--- config.mk ---
export PLATFORM = sky130hd
export DESIGN_NAME = brt_bell_tone
export DESIGN_NICKNAME = d
export VERILOG_FILES = /design/src/brt_pkg.sv /design/src/brt_bell_tone.sv
export VERILOG_INCLUDE_DIRS = /design/src
export SDC_FILE = /design/constraint.sdc
export NUM_CORES = 1
export LEC_CHECK = 0
export BUFFER_PORTS_ARGS = -buffer_cell sky130_fd_sc_hd__buf_2
export CELL_PAD_IN_SITES_DETAIL_PLACEMENT = 1
export CELL_PAD_IN_SITES_GLOBAL_PLACEMENT = 1
export CORE_MARGIN = 8
export CORE_UTILIZATION = 47
export CTS_CLUSTER_SIZE = 24
export DETAILED_ROUTE_END_ITERATION = 7
export PLACE_DENSITY = 0.95
export RECOVER_POWER = 25
export SLEW_MARGIN = 10
export SYNTH_ARGS = -nofsm -noshare
export SYNTH_HDL_FRONTEND = slang
export SYNTH_SLANG_ARGS = --single-unit
--- constraint.sdc ---
create_clock -name aclk -period 6.9 [get_ports aclk]
set_clock_uncertainty 0.1 [all_clocks]
set_input_delay 0.345 -clock aclk [delete_from_list [all_inputs] [get_ports aclk]]
set_output_delay 0.345 -clock aclk [all_outputs]
set_load 0.1 [all_outputs]
--- src/brt_defines.svh ---
/*
 * constants of the ring and pitch generator block: register indexes,
 * reset values, response codes, phase decode and timing counts.
 * assumes a 200 MHz aclk and a slower auxiliary clock on a pin.
 */
//
// Behaviour
// - ring period setting five bits, read back
// - phase readback shows running phase counter
// - bit 3 gates alternate pitch pin only
// - bit 2 ring mode, always driven
// - bell mode bit 1 drives hiz phases
// - bit 0 runs counters, clear holds F
// - reset: output tristate, phase zero
// - two independent square generators, half duty
// - alternate pitch also modulates ring output
// - new divisor takes effect next cycle
// - switch and total time in 102.4us steps
// - first divisor until switch, repeat total
// - pitch is aux clock over divisor*128
// - zero divisor disables, output low
// - alternate divisor bits 9..0 read/write
// - first dual divisor bits 9..0 read/write
// - second dual divisor bits 9..0 read/write
// - sixteen phases of (period+1) 125us ticks
// - switch zero second, switch>=total first
// - zero total holds; end waits output low
`ifndef BRT_DEFINES_SVH
`define BRT_DEFINES_SVH

// register indexes; byte address is four times the index
`define BRT_IDX_F1     32'h01ff80b0
`define BRT_IDX_ALT    32'h01ff80b2
`define BRT_IDX_CTRL   32'h01ff80b4
`define BRT_IDX_PER    32'h01ff80b6
`define BRT_IDX_PHASE  32'h01ff80b8
`define BRT_IDX_F2     32'h01ff80ba
`define BRT_IDX_SW     32'h01ff80bc
`define BRT_IDX_TOT    32'h01ff80be

`define BRT_RST_DIV    10'h000
`define BRT_RST_PER    5'h00
`define BRT_RST_CTRL   4'h0
`define BRT_RST_PHASE  4'h0

`define BRT_PH_F       4'hf
`define BRT_PH_HI_LO   4'h1
`define BRT_PH_HI_HI   4'h6
`define BRT_PH_LO_LO   4'h9
`define BRT_PH_LO_HI   4'he

`define BRT_RESP_OKAY  2'b00
`define BRT_RESP_SLV   2'b10

`define BRT_CLK_NS     5
`define BRT_STEP_NS    102400
`define BRT_TICK_NS    125000
// 8*8 auxiliary edges per divisor count, times 2 half periods
`define BRT_PRE_LAST   6'h3f

`endif

--- src/brt_pkg.sv ---
/*
 * types of the ring and pitch generator block.
 * assumes the constants header for all figures.
 */
package brt_pkg;

    typedef struct packed {
        logic [9:0] div;
        logic [9:0] cnt;
        logic       out;
    } brt_tone_t;

    typedef struct packed {
        logic alt_gate;
        logic ring_mode;
        logic drive;
        logic run;
    } brt_ctrl_t;

endpackage : brt_pkg

--- src/brt_bell_tone.sv ---
/*
 * ring generator with phase counter, dual pitch generator and
 * alternate pitch generator behind an AXI4-Lite register slave.
 * assumes the auxiliary clock is below a quarter of aclk.
 */
`timescale 1ns/10ps
`include "brt_defines.svh"

module brt_bell_tone #(
    parameter logic [15:0] STEP_CYC = 16'(`BRT_STEP_NS / `BRT_CLK_NS),
    parameter logic [15:0] TICK_CYC = 16'(`BRT_TICK_NS / `BRT_CLK_NS)
) (
    input  wire logic        aclk,
    input  wire logic        aresetn,
    input  wire logic [31:0] s_axi_awaddr,
    input  wire logic [2:0]  s_axi_awprot,
    input  wire logic        s_axi_awvalid,
    output      logic        s_axi_awready,
    input  wire logic [31:0] s_axi_wdata,
    input  wire logic [3:0]  s_axi_wstrb,
    input  wire logic        s_axi_wvalid,
    output      logic        s_axi_wready,
    output      logic [1:0]  s_axi_bresp,
    output      logic        s_axi_bvalid,
    input  wire logic        s_axi_bready,
    input  wire logic [31:0] s_axi_araddr,
    input  wire logic [2:0]  s_axi_arprot,
    input  wire logic        s_axi_arvalid,
    output      logic        s_axi_arready,
    output      logic [31:0] s_axi_rdata,
    output      logic [1:0]  s_axi_rresp,
    output      logic        s_axi_rvalid,
    input  wire logic        s_axi_rready,
    input  wire logic        auxiliary_clock_input,
    output      logic        ring_pin_level,
    output      logic        ring_pin_oe,
    output      logic        alternate_pitch_output,
    output      logic        dual_pitch_output
);

    function automatic logic is_reg(input logic [31:0] idx, input logic [31:0] base);
        is_reg = (idx[31:1] == base[31:1]);
    endfunction : is_reg

    function automatic logic [9:0] put10(input logic [9:0] old, input logic hi,
                                         input logic [7:0] b);
        put10 = hi ? {b[1:0], old[7:0]} : {old[9:8], b};
    endfunction : put10

    // one step of a half-duty square generator; divisor reloads at cycle start
    function automatic brt_pkg::brt_tone_t tone_step(input brt_pkg::brt_tone_t s,
                                                     input logic [9:0] req,
                                                     input logic tick);
        brt_pkg::brt_tone_t n;
        n = s;
        if (req == 10'h000)
        begin
            n.div = 10'h000;
            n.cnt = 10'h000;
            n.out = 1'b0;
        end
        else if (s.div == 10'h000 && tick)  // start on a prescaler tick so the first high is whole
        begin
            n.div = req;
            n.cnt = 10'h000;
            n.out = 1'b1;
        end
        else if (tick)
        begin
            if (s.cnt == s.div - 10'h001)
            begin
                n.cnt = 10'h000;
                n.out = ~s.out;
                if (!s.out)
                begin
                    n.div = req;
                end
            end
            else
            begin
                n.cnt = s.cnt + 10'h001;
            end
        end
        tone_step = n;
    endfunction : tone_step

    // registers
    logic [9:0]         f1_q, alt_div_q, f2_q, sw_q, tot_q;
    logic [4:0]         per_q;
    brt_pkg::brt_ctrl_t ctrl_q;
    logic [3:0]         phase_q;

    // bus slave state
    logic               aw_have_q, w_have_q, bvalid_q, rvalid_q;
    logic [31:0]        aw_idx_q;
    logic [7:0]         w_byte_q;
    logic               w_en_q;
    logic [1:0]         bresp_q, rresp_q;
    logic [31:0]        rdata_q;

    wire  [31:0] ar_idx  = {2'b00, s_axi_araddr[31:2]};
    wire         aw_take = s_axi_awvalid && s_axi_awready;
    wire         w_take  = s_axi_wvalid && s_axi_wready;
    wire         ar_take = s_axi_arvalid && s_axi_arready;
    wire         do_wr   = aw_have_q && w_have_q && !bvalid_q;
    wire         wr_hi   = aw_idx_q[0];

    function automatic logic hit_any(input logic [31:0] idx);
        hit_any = (idx[31:4] == 28'(`BRT_IDX_F1 >> 4));
    endfunction : hit_any

    assign s_axi_awready = !aw_have_q && !bvalid_q;
    assign s_axi_wready  = !w_have_q && !bvalid_q;
    assign s_axi_arready = !rvalid_q;
    assign s_axi_bvalid  = bvalid_q;
    assign s_axi_bresp   = bresp_q;
    assign s_axi_rvalid  = rvalid_q;
    assign s_axi_rresp   = rresp_q;
    assign s_axi_rdata   = rdata_q;

    wire wr_ok   = do_wr && w_en_q;
    wire wr_f1   = wr_ok && is_reg(aw_idx_q, `BRT_IDX_F1);
    wire wr_alt  = wr_ok && is_reg(aw_idx_q, `BRT_IDX_ALT);
    wire wr_f2   = wr_ok && is_reg(aw_idx_q, `BRT_IDX_F2);
    wire wr_sw   = wr_ok && is_reg(aw_idx_q, `BRT_IDX_SW);
    wire wr_tot  = wr_ok && is_reg(aw_idx_q, `BRT_IDX_TOT);
    // upper halves of period and control hold nothing
    wire wr_per  = wr_ok && !wr_hi && is_reg(aw_idx_q, `BRT_IDX_PER);
    wire wr_ctrl = wr_ok && !wr_hi && is_reg(aw_idx_q, `BRT_IDX_CTRL);

    // read word, then byte by index parity; unused bits zero
    wire [15:0] rd_word =
        is_reg(ar_idx, `BRT_IDX_F1)    ? {6'h00, f1_q}      :
        is_reg(ar_idx, `BRT_IDX_ALT)   ? {6'h00, alt_div_q} :
        is_reg(ar_idx, `BRT_IDX_CTRL)  ? {12'h000, ctrl_q}  :
        is_reg(ar_idx, `BRT_IDX_PER)   ? {11'h000, per_q}   :
        is_reg(ar_idx, `BRT_IDX_PHASE) ? {12'h000, phase_q} :
        is_reg(ar_idx, `BRT_IDX_F2)    ? {6'h00, f2_q}      :
        is_reg(ar_idx, `BRT_IDX_SW)    ? {6'h00, sw_q}      :
        is_reg(ar_idx, `BRT_IDX_TOT)   ? {6'h00, tot_q}     : 16'h0000;
    wire [7:0]  rd_byte = ar_idx[0] ? rd_word[15:8] : rd_word[7:0];

    always_ff @(posedge aclk)
    begin
        if (!aresetn)
        begin
            aw_have_q <= 1'b0;
            w_have_q  <= 1'b0;
            aw_idx_q  <= 32'h0000_0000;
            w_byte_q  <= 8'h00;
            w_en_q    <= 1'b0;
            bvalid_q  <= 1'b0;
            bresp_q   <= `BRT_RESP_OKAY;
        end
        else
        begin
            if (aw_take)
            begin
                aw_have_q <= 1'b1;
                aw_idx_q  <= {2'b00, s_axi_awaddr[31:2]};
            end
            if (w_take)
            begin
                w_have_q <= 1'b1;
                w_byte_q <= s_axi_wdata[7:0];
                w_en_q   <= s_axi_wstrb[0];
            end
            if (do_wr)
            begin
                aw_have_q <= 1'b0;
                w_have_q  <= 1'b0;
                bvalid_q  <= 1'b1;
                bresp_q   <= hit_any(aw_idx_q) ? `BRT_RESP_OKAY : `BRT_RESP_SLV;
            end
            else if (s_axi_bready)
            begin
                bvalid_q <= 1'b0;
            end
        end
    end

    always_ff @(posedge aclk)
    begin
        if (!aresetn)
        begin
            rvalid_q <= 1'b0;
            rdata_q  <= 32'h0000_0000;
            rresp_q  <= `BRT_RESP_OKAY;
        end
        else if (ar_take)
        begin
            rvalid_q <= 1'b1;
            rdata_q  <= {24'h000000, rd_byte};
            rresp_q  <= hit_any(ar_idx) ? `BRT_RESP_OKAY : `BRT_RESP_SLV;
        end
        else if (s_axi_rready)
        begin
            rvalid_q <= 1'b0;
        end
    end

    always_ff @(posedge aclk)
    begin
        if (!aresetn)
        begin
            f1_q      <= `BRT_RST_DIV;
            alt_div_q <= `BRT_RST_DIV;
            f2_q      <= `BRT_RST_DIV;
            sw_q      <= `BRT_RST_DIV;
            tot_q     <= `BRT_RST_DIV;
            per_q     <= `BRT_RST_PER;
            ctrl_q    <= `BRT_RST_CTRL;
        end
        else
        begin
            if (wr_f1)   f1_q      <= put10(f1_q, wr_hi, w_byte_q);
            if (wr_alt)  alt_div_q <= put10(alt_div_q, wr_hi, w_byte_q);
            if (wr_f2)   f2_q      <= put10(f2_q, wr_hi, w_byte_q);
            if (wr_sw)   sw_q      <= put10(sw_q, wr_hi, w_byte_q);
            if (wr_tot)  tot_q     <= put10(tot_q, wr_hi, w_byte_q);
            if (wr_per)  per_q     <= w_byte_q[4:0];
            if (wr_ctrl) ctrl_q    <= w_byte_q[3:0];
        end
    end

    // auxiliary clock: a pin, so two flops before the edge detector
    logic       aux_s1_q, aux_s2_q, aux_s3_q;
    logic [5:0] pre_q;
    wire        aux_tick = aux_s2_q && !aux_s3_q;
    wire        pre_tick = aux_tick && (pre_q == `BRT_PRE_LAST);

    // dual pitch timing
    logic [15:0]        step_q;
    logic [9:0]         t_q;
    brt_pkg::brt_tone_t alt_q, dual_q;
    wire at_end    = (t_q >= tot_q);
    wire held      = at_end && !dual_q.out;
    wire step_tick = (step_q == STEP_CYC - 16'h0001);
    wire [9:0] dual_req = (t_q < sw_q) ? f1_q : f2_q;

    always_ff @(posedge aclk)
    begin
        if (!aresetn)
        begin
            aux_s1_q <= 1'b0;
            aux_s2_q <= 1'b0;
            aux_s3_q <= 1'b0;
            pre_q    <= 6'h00;
            step_q   <= 16'h0000;
            t_q      <= 10'h000;
            alt_q    <= '0;
            dual_q   <= '0;
        end
        else
        begin
            aux_s1_q <= auxiliary_clock_input;
            aux_s2_q <= aux_s1_q;
            aux_s3_q <= aux_s2_q;
            if (aux_tick) pre_q <= pre_q + 6'h01;
            alt_q <= tone_step(alt_q, alt_div_q, pre_tick);
            // reset of the pattern waits for a low output so no high is cut
            if (held)
            begin
                step_q <= 16'h0000;
                t_q    <= 10'h000;
                dual_q <= '0;
            end
            else
            begin
                step_q <= step_tick ? 16'h0000 : step_q + 16'h0001;
                if (step_tick && !at_end) t_q <= t_q + 10'h001;
                dual_q <= tone_step(dual_q, dual_req, pre_tick);
            end
        end
    end

    // ring generator
    logic [15:0] tick_q;
    logic [4:0]  pc_q;
    logic        run_prev_q, gate_q;
    logic        ring_o_q, ring_oe_q, alt_o_q, dual_o_q;
    wire bell_tick = (tick_q == TICK_CYC - 16'h0001);
    wire ph_hi     = (phase_q >= `BRT_PH_HI_LO) && (phase_q <= `BRT_PH_HI_HI);
    wire ph_lo     = (phase_q >= `BRT_PH_LO_LO) && (phase_q <= `BRT_PH_LO_HI);
    wire hiz_ph    = !ph_hi && !ph_lo;
    // window moves only while the modulation is low
    wire gate_d    = alt_q.out ? gate_q : (ctrl_q.run && ph_hi);

    always_ff @(posedge aclk)
    begin
        if (!aresetn)
        begin
            tick_q     <= 16'h0000;
            pc_q       <= 5'h00;
            phase_q    <= `BRT_RST_PHASE;
            run_prev_q <= 1'b0;
            gate_q     <= 1'b0;
        end
        else
        begin
            run_prev_q <= ctrl_q.run;
            gate_q     <= gate_d;
            if (ctrl_q.run)
            begin
                tick_q <= bell_tick ? 16'h0000 : tick_q + 16'h0001;
                if (bell_tick)
                begin
                    pc_q <= (pc_q == per_q) ? 5'h00 : pc_q + 5'h01;
                    if (pc_q == per_q) phase_q <= phase_q + 4'h1;
                end
            end
            else
            begin
                tick_q <= 16'h0000;
                pc_q   <= 5'h00;
                if (run_prev_q) phase_q <= `BRT_PH_F;
            end
        end
    end

    always_ff @(posedge aclk)
    begin
        if (!aresetn)
        begin
            ring_o_q  <= 1'b0;
            ring_oe_q <= 1'b0;
            alt_o_q   <= 1'b0;
            dual_o_q  <= 1'b0;
        end
        else
        begin
            ring_o_q  <= ctrl_q.ring_mode ? (gate_q && alt_q.out) : ph_hi;
            ring_oe_q <= ctrl_q.ring_mode || ctrl_q.drive || !hiz_ph;
            alt_o_q   <= ctrl_q.alt_gate && alt_q.out;
            dual_o_q  <= dual_q.out;
        end
    end

    assign ring_pin_level         = ring_o_q;
    assign ring_pin_oe            = ring_oe_q;
    assign alternate_pitch_output = alt_o_q;
    assign dual_pitch_output      = dual_o_q;
endmodule : brt_bell_tone

==> impl_metrics.toml, run 1 <==
[status]
status = "finished with violations"
violations = "max-capacitance violations, max-slew violations"

[final_layout]
layout_common_cells = "dfxtp_1, nor2_1, nand2_1"
final_common_cell = "dfxtp_1"
drive_gt1_frac = 0.1031
final_net_count = 1511
area_growth_pct = 14.92
fillerInstances = 2694

[detailed_routing]
ant_nets = 0
post_drt_wl_per_cell_um = 25.28
vias_per_cell = 6.283
wl_mm = 42.98
drt_iter0_drc = 1070
firstDrtPassIters = 7
drcViolationCount = 0
vias = 10681

[sta]
final-max-slew-violation-count = 42
totalNegativeSetupSlack_ns = 0
clock.fmax_ghz = 0.2478
rsz0062_at_grt = "no"
min_period_over_period = 0.5850
finalHoldViolCount = 0
period_needed_ns = 4.036
setup_viol = 0
slew_headroom = -0.03921
worst_slew_pin_slew_ns = 1.550

[yosys]
yosysSeqAreaShare = 0.4012
synth.distinct_cells = 80
synth_edf_count = 0
async_flop_share = 0
avgSynthCellArea_um2 = 8.692
netlist_instances = 1263
yosys_warnings = 0
synth-main-ff-cell = "dfxtp_1"
synth_area_um2 = 10980
ys_ff_latch = 220

[worst_hold_path]
min_from = "s_axi_awaddr[23]"
hold_path_class = "input pin to flip-flop"
min_path_cells = 3
hold_path_end = "aw_idx_q[21]"

[floorplanning]
initial_core_util = 0.4733
num_rows = 56
core_area_um2 = 23190
die-area_um2 = 28500
chipHeight_um = 168.8
pin_count = 159
die_width_um = 168.8

[setup_path]
slowest_delay_ns = 1.36
critPathMaxFanout = 41
worst-r2r-setup-slack_ns = 3.37
cp-start-kind = "input pin"
crit_path_start = "aresetn"
worstPathCellList = "buf_2 -> buf_4 -> clkinvlp_2 -> a31oi_1 -> nand3b_1 -> nor2_1"
reg2reg_depth = 9
critical-path-top-delay-family = "buffers and inverters"
rr_startpoint = "tot_q[5]"
setup.worst_path.end_class = "flip-flop"
worst_ep_required_time_ns = 7.23
cp.buffers_inverters = 3
r2r_end = "dual_q[5]"
crit_arrival_ns = 4.36
cpMaxStageDelayCell = "a31oi_1"
path_class = "input pin to flip-flop"

[clock_network]
cts-htree-levels = 1
ctsHoldBuffers = 38
cts_tree = "yes"
cts_root_buf = "clkbuf_16"
clk_pin_slew_ns = 0.06
ctsResizeCount = 0
clkSinkCount = 220
cts_buffer_depth = 3
clk_latency_ns = 0.55
post-cts-setup-buffers = 0
cts_buffers = 25

[grt]
grt_max_degree = 79
grt.total_usage = 0.2973
grt_pass1_vias = 11605
grt_antenna_before_repair = 6
grt_pass1_wl_mm = 66.76
grt.overflow.total = 0

[power_and_ir_drop]
power_density_nw_per_um2 = 226.5
ir_drop_v = 0.0002060
total_power_mw = 2.857
leakagePower_nw = 4.868

[placed_design]
dp_hpwl_mm = 23.59
io_buffers = 95
routabilityCongestion = 0.8645

[job]
maxCapViolations = 1
[state kept, by name, indices dropped and copies added (netlist names), 4 cells and up]
signal       flops
per_q            5
s_axi_rdata      8
ctrl_q           4
f1_q            10
dual_q          21
pc_q             5
t_q             10
tot_q           10
f2_q            10
pre_q            6
tick_q          16
alt_div_q       10
sw_q            10
aw_idx_q        30
w_byte_q         8
phase_q          4
alt_q           21
step_q          16
[worst min-delay path, stage by stage]
cell     delay, ns
buf_2         0.10
nand2_1       0.07
a21oi_1       0.07
[power breakdown]
group          internal, mW  switching [mW]  leakage [nW]
logic                0.0567           0.185          2.72
clock network         0.722           0.573         0.368
registers              1.29          0.0310          1.78
[cells by family after synthesis]
group                      share of synthesized area
buffers and inverters                        0.06360
other                                      0.0003416
DFF                                           0.4012
xor gates and xnor gates                     0.06667
adders and majority gates                    0.03761
muxes                                        0.09574
AOI/OAI and AO/OA                             0.1095
and+or+nand+nor                               0.2253
[synthesized netlist by cell type (3+ instances only)]
cell      number  area, um^2
and3_1        13       81.33
dfxtp_1      220        4404
o31ai_1        6       45.04
nand4_1       29       181.4
and4_1         6       52.55
a31oi_1        6       37.54
and4b_1        5       50.05
nor4b_1        3       26.28
nand2b_1      16       100.1
or3_1          4       25.02
mux2i_1       87       870.8
clkbuf_1      49       183.9
o21ai_0       19       95.09
nand2_1      146       548.0
nand4b_1       4       35.03
o21a_1         3       22.52
a22oi_1        3       22.52
nor2b_1        6       37.54
xnor2_1       25       219.0
mux4_2         6       135.1
a221oi_1      17       148.9
o311ai_0       4       35.03
buf_4         28       210.2
o22ai_1        5       31.28
and2_1         9       56.30
a211oi_1       7       52.55
o211ai_1       9       67.56
nor2_1       152       570.6
clkbuf_2       3       15.01
a21oi_1       66       330.3
nor4_1        23       143.9
inv_1         54       202.7
nand3_1       40       200.2
buf_6          4       45.04
ha_1          33       412.9
buf_2          6       30.03
nor3_1        20       100.1
mux2_2         4       45.04
or4_1          7       52.55
a21boi_0       3       22.52
xor2_1        56       490.5
[per-stage QoR]
stage / setup WS [ns] / cell area, um^2 / std cells / hold WS, ns / utilization
after floorplan: 3.831 / 11070 / 1288 / 0.3119 / -
after global placement: 3.661 / 11510 / 1617 / 0.3161 / 0.4962
after detailed placement: 3.557 / 11510 / 1617 / 0.3350 / 0.4962
after CTS: 3.548 / 12630 / 1695 / 0.001237 / 0.5447
after global routing: 2.471 / 12620 / 1700 / 0.006352 / 0.5440
final: 2.864 / 12620 / 1700 / 0.002818 / 0.5440
[final cells by class]
class | count | area (um^2) | share of cell area
multi-input combinational | 921 | 5958 | 0.4723
sequential | 220 | 4404 | 0.3491
timing repair buffer | 141 | 893.4 | 0.07081
inverter | 55 | 207.7 | 0.01646
clock inverter | 7 | 67.56 | 0.005356
antenna | 4 | 10.01 | 0.0007934
tap | 319 | 399.1 | 0.03164
clock buffer | 33 | 675.6 | 0.05356
[routing by layer]
metal  vias up  global-route usage  share of wire  wire length (um)
met2       597              0.5253           0.50             21580
met5         -                   0        0.00067                29
met1      5240              0.3087           0.35             15060
met4         4              0.2089          0.076              3272
li1       4580                   -              -                 -
met3       260             0.06825          0.071              3036
[how the worst max path moves through the flow]
stage,depth (start not counted),to,slack [ns]
floorplan,4,w_byte_q[3],3.83
global placement,6,alt_q[2],3.66
detailed placement,6,alt_q[6],3.56
CTS,9,dual_q[5],3.55
global route,6,alt_q[2],2.47
finish,6,alt_q[6],2.86
Note: power is estimated with default switching activity, not from simulation.
==> run 2: changes to the inputs <==
--- a/config.mk
+++ b/config.mk
@@ -10,10 +10,10 @@
 export CELL_PAD_IN_SITES_DETAIL_PLACEMENT = 1
 export CELL_PAD_IN_SITES_GLOBAL_PLACEMENT = 1
 export CORE_MARGIN = 8
-export CORE_UTILIZATION = 47
+export CORE_UTILIZATION = 39
 export CTS_CLUSTER_SIZE = 24
 export DETAILED_ROUTE_END_ITERATION = 7
-export PLACE_DENSITY = 0.95
+export PLACE_DENSITY = 0.86
 export RECOVER_POWER = 25
 export SLEW_MARGIN = 10
 export SYNTH_ARGS = -nofsm -noshare
==> constraint.sdc (replaced) <==
create_clock -name aclk -period 3.4 [get_ports aclk]
set_clock_uncertainty 0.1 [all_clocks]
set_input_delay 0.17 -clock aclk [delete_from_list [all_inputs] [get_ports aclk]]
set_output_delay 0.17 -clock aclk [all_outputs]
set_load 0.1 [all_outputs]
==> impl_metrics.toml, run 2 (synthesized netlist as in run 1, its figures left out) <==
[clock_network]
ctsResizeCount = 0
cts_root_buf = "clkbuf_16"
ctsHoldBuffers = 44
clk_pin_slew_ns = 0.07
cts-htree-levels = 1
cts_tree = "yes"
cts_buffers = 27
post-cts-setup-buffers = 0
clk_latency_ns = 0.56
cts_buffer_depth = 3
clkSinkCount = 220

[detailed_routing]
drt_iter0_drc = 621
firstDrtPassIters = 5
vias_per_cell = 5.504
wl_mm = 34.66
vias = 9781
top_layer = "met5"
wl_met2_mm = 17.63
met3WireLength_mm = 1.493
ant_nets = 0
drt-met1-wl_mm = 13.74
post_drt_wl_per_cell_um = 19.51
drcViolationCount = 0

[worst_hold_path]
hold_path_class = "input pin to flip-flop"

[setup_path]
cp-start-kind = "flip-flop"
critPathMaxFanout = 6
path_class = "flip-flop to flip-flop"
worst_ep_required_time_ns = 3.79
setup.worst_path.end_class = "flip-flop"
worstPathCellList = "inv_1 -> ha_1 -> a21o_1 -> a2111oi_0 -> o21a_1 -> o311ai_1 -> buf_4 -> or4_1 -> nand2_1"
cp.buffers_inverters = 2
crit_arrival_ns = 3.48
slowest_delay_ns = 0.55
critical-path-top-delay-family = "compound AO/OA/AOI/OAI gates"
cpMaxStageDelayCell = "a2111oi_0"

[power_and_ir_drop]
power_density_nw_per_um2 = 467.4
total_power_mw = 6.037
ir_drop_v = 0.0003818
leakagePower_nw = 4.990

[sta]
totalNegativeSetupSlack_ns = 0
period_needed_ns = 3.086
finalHoldViolCount = 0
clock.fmax_ghz = 0.3240
min_period_over_period = 0.9077
setup_viol = 0
rsz0062_at_grt = "no"
worst_slew_pin_slew_ns = 1.561
slew_headroom = -0.04076
hold-worst-slack_ns = 0.06734
final-max-slew-violation-count = 27

[floorplanning]
pin_count = 159
num_rows = 61
initial_core_util = 0.3952
die-area_um2 = 33770
die_width_um = 183.8
chipHeight_um = 183.8
core_area_um2 = 27780

[grt]
grt_pass1_wl_mm = 55.69
grt_max_degree = 60
grt.overflow.total = 0
grt_pass1_vias = 10565
grt.total_usage = 0.2014
grt_antenna_before_repair = 3

[final_layout]
drive_gt1_frac = 0.1088
largest_reg_flops = 30
fin_cells = 1777
layout_common_cells = "dfxtp_1, nor2_1, nand2_1"
multi_input_area_um2 = 5954
final_common_cell = "dfxtp_1"
register_area_um2 = 4404
fillerInstances = 3307
max_flop_register = "aw_idx_q"
final_net_count = 1526
reg_top3 = "aw_idx_q (30), alt_q (21), dual_q (21)"
design_area_um2 = 12920
area_growth_pct = 17.65

[placed_design]
dp_hpwl_mm = 22.61
routabilityCongestion = 0.8623
placed_area_um2 = 11640
dp.cells = 1684
io_buffers = 95

[job]
maxCapViolations = 1

[status]
status = "finished with violations"
violations = "max-capacitance violations, max-slew violations"
run 2: path summary, 6_finish.rpt:
check                     from   endpoint  cells after the start  slack [ns]
hold reg to reg      tick_q[0]  tick_q[0]                      1        0.34
setup / recovery      tot_q[5]     t_q[3]                      9        0.31
setup reg to reg      tot_q[5]     t_q[3]                      9        0.31
hold / removal    s_axi_wvalid   w_have_q                      3        0.07
run 2: final cells by class:
type                            instances  share of cell area
Antenna cell                            2           0.0003875
Clock buffer                           41             0.06180
Clock inverter                          6            0.006006
Inverter                               55             0.01608
Multi-Input combinational cell        921              0.4610
Sequential cell                       220              0.3410
Tap cell                              378             0.03662
Timing Repair Buffer                  154             0.07711
run 2: report_power, final:
group	switching, mW	leakage (nW)	internal (mW)
sequential	0.0534	1.78	2.62
combinational	0.354	2.78	0.119
clock	1.20	0.432	1.70
total	1.60	4.99	4.43
run 2: layer usage:
| metal | global-route usage | up-vias |
|---|---|---|
| met2 | 0.3663 | 268 |
| met1 | 0.2234 | 4787 |
| met3 | 0.03261 | 109 |
| met5 | 0 | - |
| li1 | - | 4615 |
| met4 | 0.1042 | 2 |
run 2: worst register-to-register path, delay by kind of cell, from the launching register on:
family	cells	cell delay, ns
flops	1	0.38
simple gates	2	0.58
buf+inv	2	0.35
fa+ha+maj	1	0.31
compound gates	4	1.31
run 2: stage by stage:
stage | util | setup slack, ns
global route | 0.4649 | 0.1261
global placement | 0.4191 | 0.6324
finish | 0.4649 | 0.3137
CTS | 0.4664 | 0.3307
floorplan | - | 0.3313
detailed placement | 0.4191 | 0.4522
